## src/tie_regs.svh

```systemverilog
// Behaviour
// - vectored interrupt takes vector from 9-bit bus and clears both enable flags.
// - short mode with mixed memory pushes 16-bit return then marker 00h on long stack.
// - short mode with mixed memory sets long mode bit; PC becomes 24 bits.
// - mixed memory vector address is page bits 15..1 with vector; fetched into PC.
// - long mode with mixed memory pushes 24-bit return then marker 01h; mode stays long.
// - opcode without a defined operation causes a trap instead of execution.
// - long mode trap pushes 24-bit PC, marker 03h if mixed; PC becomes 000000h.
// - short trap: 16-bit PC onto short stack, 02h onto long if mixed; PC low 0000h.
// - a memory-mode suffix prefix never raises a trap.
// - suffix prefix runs next instruction in selected mode with that operand byte count.
// - short mode restart sets PC low to 0000h..0038h by 8, base byte kept.
// - long mode restart sets 24-bit PC to 000000h..000038h by 8.
// - short mode without mixed pushes 16-bit return on short stack; vector uses base, page 7..1.
// - long mode without mixed pushes 24-bit return on long stack, no marker; mode stays long.
`ifndef TIE_REGS_SVH
`define TIE_REGS_SVH
`define TIE_MARK_INT_SHORT 8'h00
`define TIE_MARK_INT_LONG 8'h01
`define TIE_MARK_TRAP_SHORT 8'h02
`define TIE_MARK_TRAP_LONG 8'h03
`define TIE_TRAP_TARGET 24'h000000
`define TIE_RST_STEP_LSB 3
`define TIE_SFX_SHORT_SHORT 8'h40
`define TIE_SFX_LONG_SHORT 8'h49
`define TIE_SFX_SHORT_LONG 8'h52
`define TIE_SFX_LONG_LONG 8'h5b
`define TIE_ILLEGAL_COUNT 8
`endif

```

## src/tie_pkg.sv

```systemverilog
package tie_pkg;
  typedef enum logic [2:0] {
    TIE_IDLE,
    TIE_PUSH,
    TIE_VREAD,
    TIE_VWAIT,
    TIE_DONE
  } tie_state_e;
  typedef logic [23:0] tie_addr_t;
endpackage

```

## src/tie_mem_if.sv

```systemverilog
`timescale 1ns/1ps
`default_nettype none
interface tie_mem_if;
  logic [7:0] opcode;
  logic illegal;
  modport dec (input opcode, output illegal);
  modport user (output opcode, input illegal);
endinterface
`default_nettype wire

```

## src/trap_and_interrupt_entry.sv

```systemverilog
// Strobed register access and the register addresses were chosen for this implementation.
`timescale 1ns/1ps
`default_nettype none
`include "tie_regs.svh"
module trap_and_interrupt_entry (
  // clock and reset
  input wire logic clk,
  input wire logic rst,
  // core state
  input wire logic [23:0] pcIn,
  input wire logic [7:0] pageBaseByte,
  input wire logic [15:0] intPage,
  input wire logic [23:0] longStackPointer,
  input wire logic [15:0] shortStackPointer,
  input wire logic longAddrModeBit,
  input wire logic mixedMemoryEnable,
  // requests
  input wire logic intReq,
  input wire logic [8:0] vectorBus,
  input wire logic fetchValid,
  input wire logic [7:0] fetchOpcode,
  input wire logic rstReq,
  input wire logic [2:0] rstIdx,
  // illegal table fill
  input wire logic illWrEn,
  input wire logic [2:0] illWrIdx,
  input wire logic [7:0] illWrCode,
  // memory
  output logic memWr,
  output logic memRd,
  output logic [23:0] memAddr,
  output logic [7:0] memWdata,
  input wire logic [7:0] memRdata,
  // results
  output logic busy,
  output logic done,
  output logic [23:0] pcOut,
  output logic [23:0] longStackOut,
  output logic [15:0] shortStackOut,
  output logic longAddrModeOut,
  output logic intEnableFlagAClr,
  output logic intEnableFlagBClr,
  output logic suffixActive,
  output logic suffixLongData,
  output logic suffixLongInstr
);
  tie_mem_if lk ();
  tie_pkg::tie_state_e st_r, st_nxt;
  logic [23:0] pc_r, pc_nxt, lsp_r, lsp_nxt;
  logic [15:0] ssp_r, ssp_nxt;
  logic busy_r, busy_nxt;
  logic [31:0] bytes_r, bytes_nxt;
  logic [3:0] useLong_r, useLong_nxt;
  logic [2:0] cnt_r, cnt_nxt;
  logic [2:0] vcnt_r, vcnt_nxt;
  logic isInt_r, isInt_nxt, pendTrap_r, pendTrap_nxt;
  logic mode_r, mode_nxt, wr_r, wr_nxt, rd_r, rd_nxt, done_r, done_nxt, clr_r, clr_nxt;
  logic [23:0] addr_r, addr_nxt, vaddr_r, vaddr_nxt;
  logic [7:0] wd_r, wd_nxt;
  logic sfx_r, sfx_nxt, sfxD_r, sfxD_nxt, sfxI_r, sfxI_nxt;
  logic isSfx;

  assign lk.opcode = fetchOpcode;
  tie_illegal_table #(.N(`TIE_ILLEGAL_COUNT)) u_tab (
    .clk(clk),
    .rst(rst),
    .lk(lk.dec),
    .wrEn(illWrEn),
    .wrIdx(illWrIdx),
    .wrCode(illWrCode)
  );

  assign isSfx = (fetchOpcode == `TIE_SFX_SHORT_SHORT) || (fetchOpcode == `TIE_SFX_LONG_SHORT) ||
                 (fetchOpcode == `TIE_SFX_SHORT_LONG) || (fetchOpcode == `TIE_SFX_LONG_LONG);

  // ------------------------------------------------
  // sequencer
  // ------------------------------------------------
  always_comb begin
    st_nxt = st_r;
    pc_nxt = pc_r;
    lsp_nxt = lsp_r;
    ssp_nxt = ssp_r;
    bytes_nxt = bytes_r;
    useLong_nxt = useLong_r;
    cnt_nxt = cnt_r;
    vcnt_nxt = vcnt_r;
    isInt_nxt = isInt_r;
    pendTrap_nxt = 1'b0;
    mode_nxt = mode_r;
    wr_nxt = 1'b0;
    rd_nxt = 1'b0;
    done_nxt = 1'b0;
    clr_nxt = 1'b0;
    addr_nxt = addr_r;
    vaddr_nxt = vaddr_r;
    wd_nxt = wd_r;
    sfx_nxt = sfx_r;
    sfxD_nxt = sfxD_r;
    sfxI_nxt = sfxI_r;
    case (st_r)
      tie_pkg::TIE_IDLE: begin
        mode_nxt = longAddrModeBit;
        lsp_nxt = longStackPointer;
        ssp_nxt = shortStackPointer;
        pendTrap_nxt = fetchValid && !isSfx;
        if (fetchValid && isSfx) begin
          sfx_nxt = 1'b1;
          sfxD_nxt = fetchOpcode[0];
          sfxI_nxt = fetchOpcode[1];
        end else if (fetchValid) begin
          sfx_nxt = 1'b0;
        end
        if (intReq) begin
          isInt_nxt = 1'b1;
          clr_nxt = 1'b1;
          vaddr_nxt = (mixedMemoryEnable || longAddrModeBit) ? {intPage[15:1], vectorBus} :
                      {pageBaseByte, intPage[7:1], vectorBus};
          // return bytes pushed before marker, high byte first
          if (longAddrModeBit) begin
            bytes_nxt = {pcIn[23:16], pcIn[15:8], pcIn[7:0], `TIE_MARK_INT_LONG};
            useLong_nxt = 4'hf;
            cnt_nxt = mixedMemoryEnable ? 3'h4 : 3'h3;
          end else if (mixedMemoryEnable) begin
            bytes_nxt = {pcIn[15:8], pcIn[7:0], `TIE_MARK_INT_SHORT, 8'h00};
            useLong_nxt = 4'hf;
            cnt_nxt = 3'h3;
          end else begin
            bytes_nxt = {pcIn[15:8], pcIn[7:0], 16'h0000};
            useLong_nxt = 4'h0;
            cnt_nxt = 3'h2;
          end
          st_nxt = tie_pkg::TIE_PUSH;
        end else if (pendTrap_r && lk.illegal) begin
          isInt_nxt = 1'b0;
          if (longAddrModeBit) begin
            bytes_nxt = {pcIn[23:16], pcIn[15:8], pcIn[7:0], `TIE_MARK_TRAP_LONG};
            useLong_nxt = 4'hf;
            cnt_nxt = mixedMemoryEnable ? 3'h4 : 3'h3;
          end else begin
            bytes_nxt = {pcIn[15:8], pcIn[7:0], `TIE_MARK_TRAP_SHORT, 8'h00};
            useLong_nxt = 4'h2;
            cnt_nxt = mixedMemoryEnable ? 3'h3 : 3'h2;
          end
          st_nxt = tie_pkg::TIE_PUSH;
        end else if (rstReq) begin
          if (longAddrModeBit) begin
            pc_nxt = {18'h00000, rstIdx, 3'h0};
          end else begin
            pc_nxt = {pageBaseByte, 10'h000, rstIdx, 3'h0};
          end
          done_nxt = 1'b1;
          st_nxt = tie_pkg::TIE_DONE;
        end
      end
      tie_pkg::TIE_PUSH: begin
        wr_nxt = 1'b1;
        wd_nxt = bytes_r[31:24];
        bytes_nxt = {bytes_r[23:0], 8'h00};
        useLong_nxt = {useLong_r[2:0], 1'b0};
        if (useLong_r[3]) begin
          lsp_nxt = lsp_r - 24'h000001;
          addr_nxt = lsp_r - 24'h000001;
        end else begin
          ssp_nxt = ssp_r - 16'h0001;
          addr_nxt = {pageBaseByte, ssp_r - 16'h0001};
        end
        cnt_nxt = cnt_r - 3'h1;
        if (cnt_r == 3'h1) begin
          if (isInt_r) begin
            vcnt_nxt = 3'h0;
            st_nxt = tie_pkg::TIE_VREAD;
          end else begin
            pc_nxt = mode_r ? `TIE_TRAP_TARGET : {pageBaseByte, 16'h0000};
            done_nxt = 1'b1;
            st_nxt = tie_pkg::TIE_DONE;
          end
        end
      end
      tie_pkg::TIE_VREAD: begin
        rd_nxt = 1'b1;
        addr_nxt = vaddr_r + {21'h000000, vcnt_r};
        st_nxt = tie_pkg::TIE_VWAIT;
      end
      tie_pkg::TIE_VWAIT: begin
        // vector bytes land low first
        if (rd_r) begin
        end else begin
          case (vcnt_r)
            3'h0: pc_nxt = {pc_r[23:8], memRdata};
            3'h1: pc_nxt = {pc_r[23:16], memRdata, pc_r[7:0]};
            default: pc_nxt = {memRdata, pc_r[15:0]};
          endcase
          vcnt_nxt = vcnt_r + 3'h1;
          if (vcnt_r == ((mixedMemoryEnable || mode_r) ? 3'h2 : 3'h1)) begin
            if (!(mixedMemoryEnable || mode_r)) begin
              pc_nxt = {pageBaseByte, memRdata, pc_r[7:0]};
            end
            if (mixedMemoryEnable) begin
              mode_nxt = 1'b1;
            end
            done_nxt = 1'b1;
            st_nxt = tie_pkg::TIE_DONE;
          end else begin
            st_nxt = tie_pkg::TIE_VREAD;
          end
        end
      end
      default: begin
        st_nxt = tie_pkg::TIE_IDLE;
      end
    endcase
    busy_nxt = (st_nxt != tie_pkg::TIE_IDLE);
  end

  always_ff @(posedge clk or posedge rst) begin
    if (rst) begin
      st_r <= tie_pkg::TIE_IDLE;
      pc_r <= 24'h000000;
      lsp_r <= 24'h000000;
      ssp_r <= 16'h0000;
      busy_r <= 1'b0;
      bytes_r <= 32'h00000000;
      useLong_r <= 4'h0;
      cnt_r <= 3'h0;
      vcnt_r <= 3'h0;
      isInt_r <= 1'b0;
      pendTrap_r <= 1'b0;
      mode_r <= 1'b0;
      wr_r <= 1'b0;
      rd_r <= 1'b0;
      done_r <= 1'b0;
      clr_r <= 1'b0;
      addr_r <= 24'h000000;
      vaddr_r <= 24'h000000;
      wd_r <= 8'h00;
      sfx_r <= 1'b0;
      sfxD_r <= 1'b0;
      sfxI_r <= 1'b0;
    end else begin
      st_r <= st_nxt;
      pc_r <= pc_nxt;
      lsp_r <= lsp_nxt;
      ssp_r <= ssp_nxt;
      busy_r <= busy_nxt;
      bytes_r <= bytes_nxt;
      useLong_r <= useLong_nxt;
      cnt_r <= cnt_nxt;
      vcnt_r <= vcnt_nxt;
      isInt_r <= isInt_nxt;
      pendTrap_r <= pendTrap_nxt;
      mode_r <= mode_nxt;
      wr_r <= wr_nxt;
      rd_r <= rd_nxt;
      done_r <= done_nxt;
      clr_r <= clr_nxt;
      addr_r <= addr_nxt;
      vaddr_r <= vaddr_nxt;
      wd_r <= wd_nxt;
      sfx_r <= sfx_nxt;
      sfxD_r <= sfxD_nxt;
      sfxI_r <= sfxI_nxt;
    end
  end

  assign memWr = wr_r;
  assign memRd = rd_r;
  assign memAddr = addr_r;
  assign memWdata = wd_r;
  assign busy = busy_r;
  assign done = done_r;
  assign pcOut = pc_r;
  assign longStackOut = lsp_r;
  assign shortStackOut = ssp_r;
  assign longAddrModeOut = mode_r;
  assign intEnableFlagAClr = clr_r;
  assign intEnableFlagBClr = clr_r;
  assign suffixActive = sfx_r;
  assign suffixLongData = sfxD_r;
  assign suffixLongInstr = sfxI_r;
endmodule
`default_nettype wire

```

## src/tie_illegal_table.sv

```systemverilog
`timescale 1ns/1ps
`default_nettype none
`include "tie_regs.svh"
module tie_illegal_table #(
  parameter int N = `TIE_ILLEGAL_COUNT
) (
  // clock
  input wire logic clk,
  input wire logic rst,
  // lookup
  tie_mem_if.dec lk,
  // table fill
  input wire logic wrEn,
  input wire logic [2:0] wrIdx,
  input wire logic [7:0] wrCode
);
  logic [7:0] codes_r [N];
  logic illegal_r;
  logic hit;
  assign lk.illegal = illegal_r;
  always_ff @(posedge clk) begin
    if (wrEn) begin
      codes_r[wrIdx] <= wrCode;
    end
  end
  // suffix opcodes never count as illegal
  always_comb begin
    hit = 1'b0;
    for (int i = 0; i < N; i++) begin
      if (codes_r[i] == lk.opcode) begin
        hit = 1'b1;
      end
    end
    if (lk.opcode == `TIE_SFX_SHORT_SHORT || lk.opcode == `TIE_SFX_LONG_SHORT ||
        lk.opcode == `TIE_SFX_SHORT_LONG || lk.opcode == `TIE_SFX_LONG_LONG) begin
      hit = 1'b0;
    end
  end
  always_ff @(posedge clk or posedge rst) begin
    if (rst) begin
      illegal_r <= 1'b0;
    end else begin
      illegal_r <= hit;
    end
  end
endmodule
`default_nettype wire

```

## config.mk

```make
export PLATFORM = sky130hd
export DESIGN_NAME = trap_and_interrupt_entry
export DESIGN_NICKNAME = d
export VERILOG_FILES = /design/src/tie_pkg.sv /design/src/tie_mem_if.sv /design/src/trap_and_interrupt_entry.sv /design/src/tie_illegal_table.sv
export VERILOG_INCLUDE_DIRS = /design/src
export SDC_FILE = /design/constraint.sdc
export NUM_CORES = 1
export LEC_CHECK = 0
export BUFFER_PORTS_ARGS = -buffer_cell sky130_fd_sc_hd__buf_2
export CORE_ASPECT_RATIO = 1.2
export CORE_MARGIN = 8
export CORE_UTILIZATION = 30
export DETAILED_ROUTE_END_ITERATION = 16
export PLACE_DENSITY = 0.49
export SLEW_MARGIN = 20
export SYNTH_ARGS = -nofsm -noshare
export SYNTH_HDL_FRONTEND = slang
export SYNTH_HIERARCHICAL = 1
export SYNTH_SLANG_ARGS = --single-unit
```

## constraint.sdc

```tcl
create_clock -name clk -period 15.3 [get_ports clk]
set_input_delay 1.53 -clock clk [delete_from_list [all_inputs] [get_ports clk]]
set_output_delay 1.53 -clock clk [all_outputs]
set_load 0.02 [all_outputs]
```

==> flow_summary.ini <==
[sta]
rsz0062_at_grt = no
finalSetupViolCount = 0
hold_violations = 0
max-slew-margin-rel_pct = 29.37
report.final.slew_viol_count = 0
clock.fmax_mhz = 289.6
period_minus_slack_ns = 3.453
worstMarginPinSlew_ns = 1.056
period_share_pct = 22.57
setup_tns_ns = 0
skew_ns = 0.01376

[clocking]
clkLatencyLatePin_ns = 0.56
cts_sinks = 235
ctsHoldBuffers = 0
htree_num_levels = 1
cts_buffer_depth = 3
post_cts_resize_count = 0
numCtsBuffers = 27
postCtsSetupBuffers = 0
clk_pin_slew_ns = 0.06
cts_tree = yes
root_buffer = clkbuf_16

[place]
place_area_sq_mm = 0.01392
gp_congestion = 0.8208
portBuffers = 239
dp_hpwl_microns = 29110

[cells_and_area]
mostFrequentLayoutCells = buf_2 (239), dfrtp_1 (171), nand2_1 (107)
ff_latch_area_sq_mm = 0.006201
multi_input_area_sq_mm = 0.005679
areaGrowthSynthToFinish_pct = 20.26
n_antenna_cell = 0
nets = 1542
drive_gt1_share_pct = 24.75
final_area_sq_mm = 0.01483
nFillCells = 4143
final_common_cell = buf_2

[grt]
grt_pass1_wl_microns = 62970
grt_usage_pct = 16.37
grt_max_degree = 101
grt_overflow = 0
grt_pass1_vias = 10340
grt_antenna_before_repair = 1

[logic_synthesis]
synth_ff_type = dfrtp_1
netlist_instances = 1199
avgSynthCellArea_sq_um = 10.28
ys_types = 74
ys_ff_latch = 235
yosysSeqAreaShare_pct = 50.30
netlist_area_sq_mm = 0.01233
async_reset_ff_share_pct = 72.77
syn-num-nets = 1348
synth-edff-count = 64
ys.warnings.count = 6

[floorplanning]
die_w_microns = 201.1
start_util_pct = 30.33
core-area_sq_mm = 0.04064
die_h_microns = 238.1
rows = 81
dieArea_sq_mm = 0.04786
ios = 241

[worst_setup_path]
cp_cell_sequence = buf_2 > a21oi_1 > a32oi_1 > nand2b_1 > nor3b_1 > a221o_1
critical_path_required_ns = 15.79
max_stage_delay_ns = 0.93
cp.arrival_ns = 3.94
worstSetupStartpointType = input port
ff2ff_setup_slack_ns = 11.86
ff2ff_path_depth = 6
critPathMaxFanout = 10
rr_endpoint = memAddr[13]
timing.rr.start = st_r[0]
path_class = input port to flop
slowest_stage = nor3b_1
endpoint_kind = flop

[route]
postRouteAntennaNets = 0
drc_errors = 0
wl_per_cell_microns = 20.54
dr.pass1.iters = 5
via_count = 10140
drt_iter0_drc = 545
routed_wl_microns = 40110
viasPerCell = 5.191

[job]
cap_violations = 0

[power_and_ir_drop]
power_density_mw_per_mm2 = 211.9
ir_drop_mv = 0.1066
leakage_uw = 0.006124

[worst_hold_path]
worstHoldPathType = flop to flop
min_to = memWdata[3]
worstHoldStart = memWdata[3]
whs_path_depth = 2

[run_status]
status = finished clean
[area by class of cell]
class                      count  area share [%]
tap                          539           4.549
sequential                   235           41.83
timing repair buffer         249           8.575
multi-input combinational    855           38.31
clock buffer                  34           4.870
inverter                      25          0.6752
clock inverter                16           1.198
[registers in the layout, summed over array words and instances (netlist names), 3 cells and up]
signal	flops
bytes_r	26
cnt_r	3
longStackOut	24
memAddr	24
memWdata	8
pcOut	24
shortStackOut	16
st_r	3
u_tab/codes_r	64
useLong_r	4
vaddr_r	24
vcnt_r	3
[worst max path at each step]
stage | depth (start not counted) | endpoint | start
final | 6 | pcOut[23] | intReq
after global routing | 6 | memAddr[13] | st_r[0]
after CTS | 6 | memAddr[13] | st_r[0]
after detailed placement | 6 | pcOut[18] | intReq
after global placement | 6 | pcOut[19] | intReq
after floorplan | 1 | busy | rst
[report_power, final]
part           switching [uW]  leakage (uW)  internal [uW]  total, uW
sequential                239       0.00265            867       1110
combinational             859       0.00304            517       1380
clock                     274      0.000434            387        661
total                    1370       0.00612           1770       3140
[cell usage after synthesis (8+ instances only)]
master	n	area, sq um
dfrtp_1	171	4279
nand2_1	107	401.6
nor2_1	83	311.6
xnor2_1	66	578.1
a21oi_1	64	320.3
edfxtp_1	64	1922
clkbuf_1	60	225.2
o21ai_0	54	270.3
nand3_1	42	210.2
xor2_1	40	350.3
mux2i_1	31	310.3
nor3_1	30	150.1
inv_1	25	93.84
nand4_1	22	137.6
a22oi_1	20	150.1
nor4_1	20	125.1
mux2_2	18	202.7
o22ai_1	18	112.6
o221a_2	17	191.4
o211ai_1	14	105.1
o21a_1	14	105.1
buf_1	13	48.80
ha_1	13	162.7
nand2b_1	13	81.33
a211oi_1	10	75.07
a221o_1	10	100.1
a22o_1	9	78.83
buf_6	9	101.4
and3_1	8	50.05
o22a_1	8	70.07
or4_1	8	60.06
[metrics by stage]
stage	hold WS, ns	total power, uW	setup slack [ns]	std cells	util [%]
after detailed placement	0.4595	2507	11.36	1903	34.24
after CTS	0.4783	3187	11.82	1953	36.46
after global placement	0.4559	2488	11.25	1903	34.22
after global routing	0.4973	3372	11.53	1953	36.48
final	0.4741	3142	11.85	1953	36.48
after floorplan	0.4395	2015	9.167	1199	-
[critical path: cells and delay by family]
kind                   cells  cell delay, ns
and+or+nand+nor            2            1.35
AOI/OAI and AO/OA          3            0.93
buffers and inverters      1            0.13
[kinds of logic after synthesis]
logic type                 count (synthesis)  synth area share (%)
and+or+nand+nor                          379                 15.13
DFF                                      235                 50.30
xor gates and xnor gates                 106                 7.531
AOI/OAI and AO/OA                        307                 17.49
muxes                                     49                 4.161
adders and majority gates                 14                 1.482
buffers and inverters                    109                 3.908
[metal layers]
metal | share of wire (%) | global-route usage [%] | vias up
li1 | - | - | 4802
met1 | 45 | 21.58 | 5025
met2 | 49 | 27.95 | 272
met3 | 5.4 | 2.944 | 39
met4 | 1.3 | 3.125 | 0
met5 | 0 | 0 | -
Power figures use the tool's default switching activity.
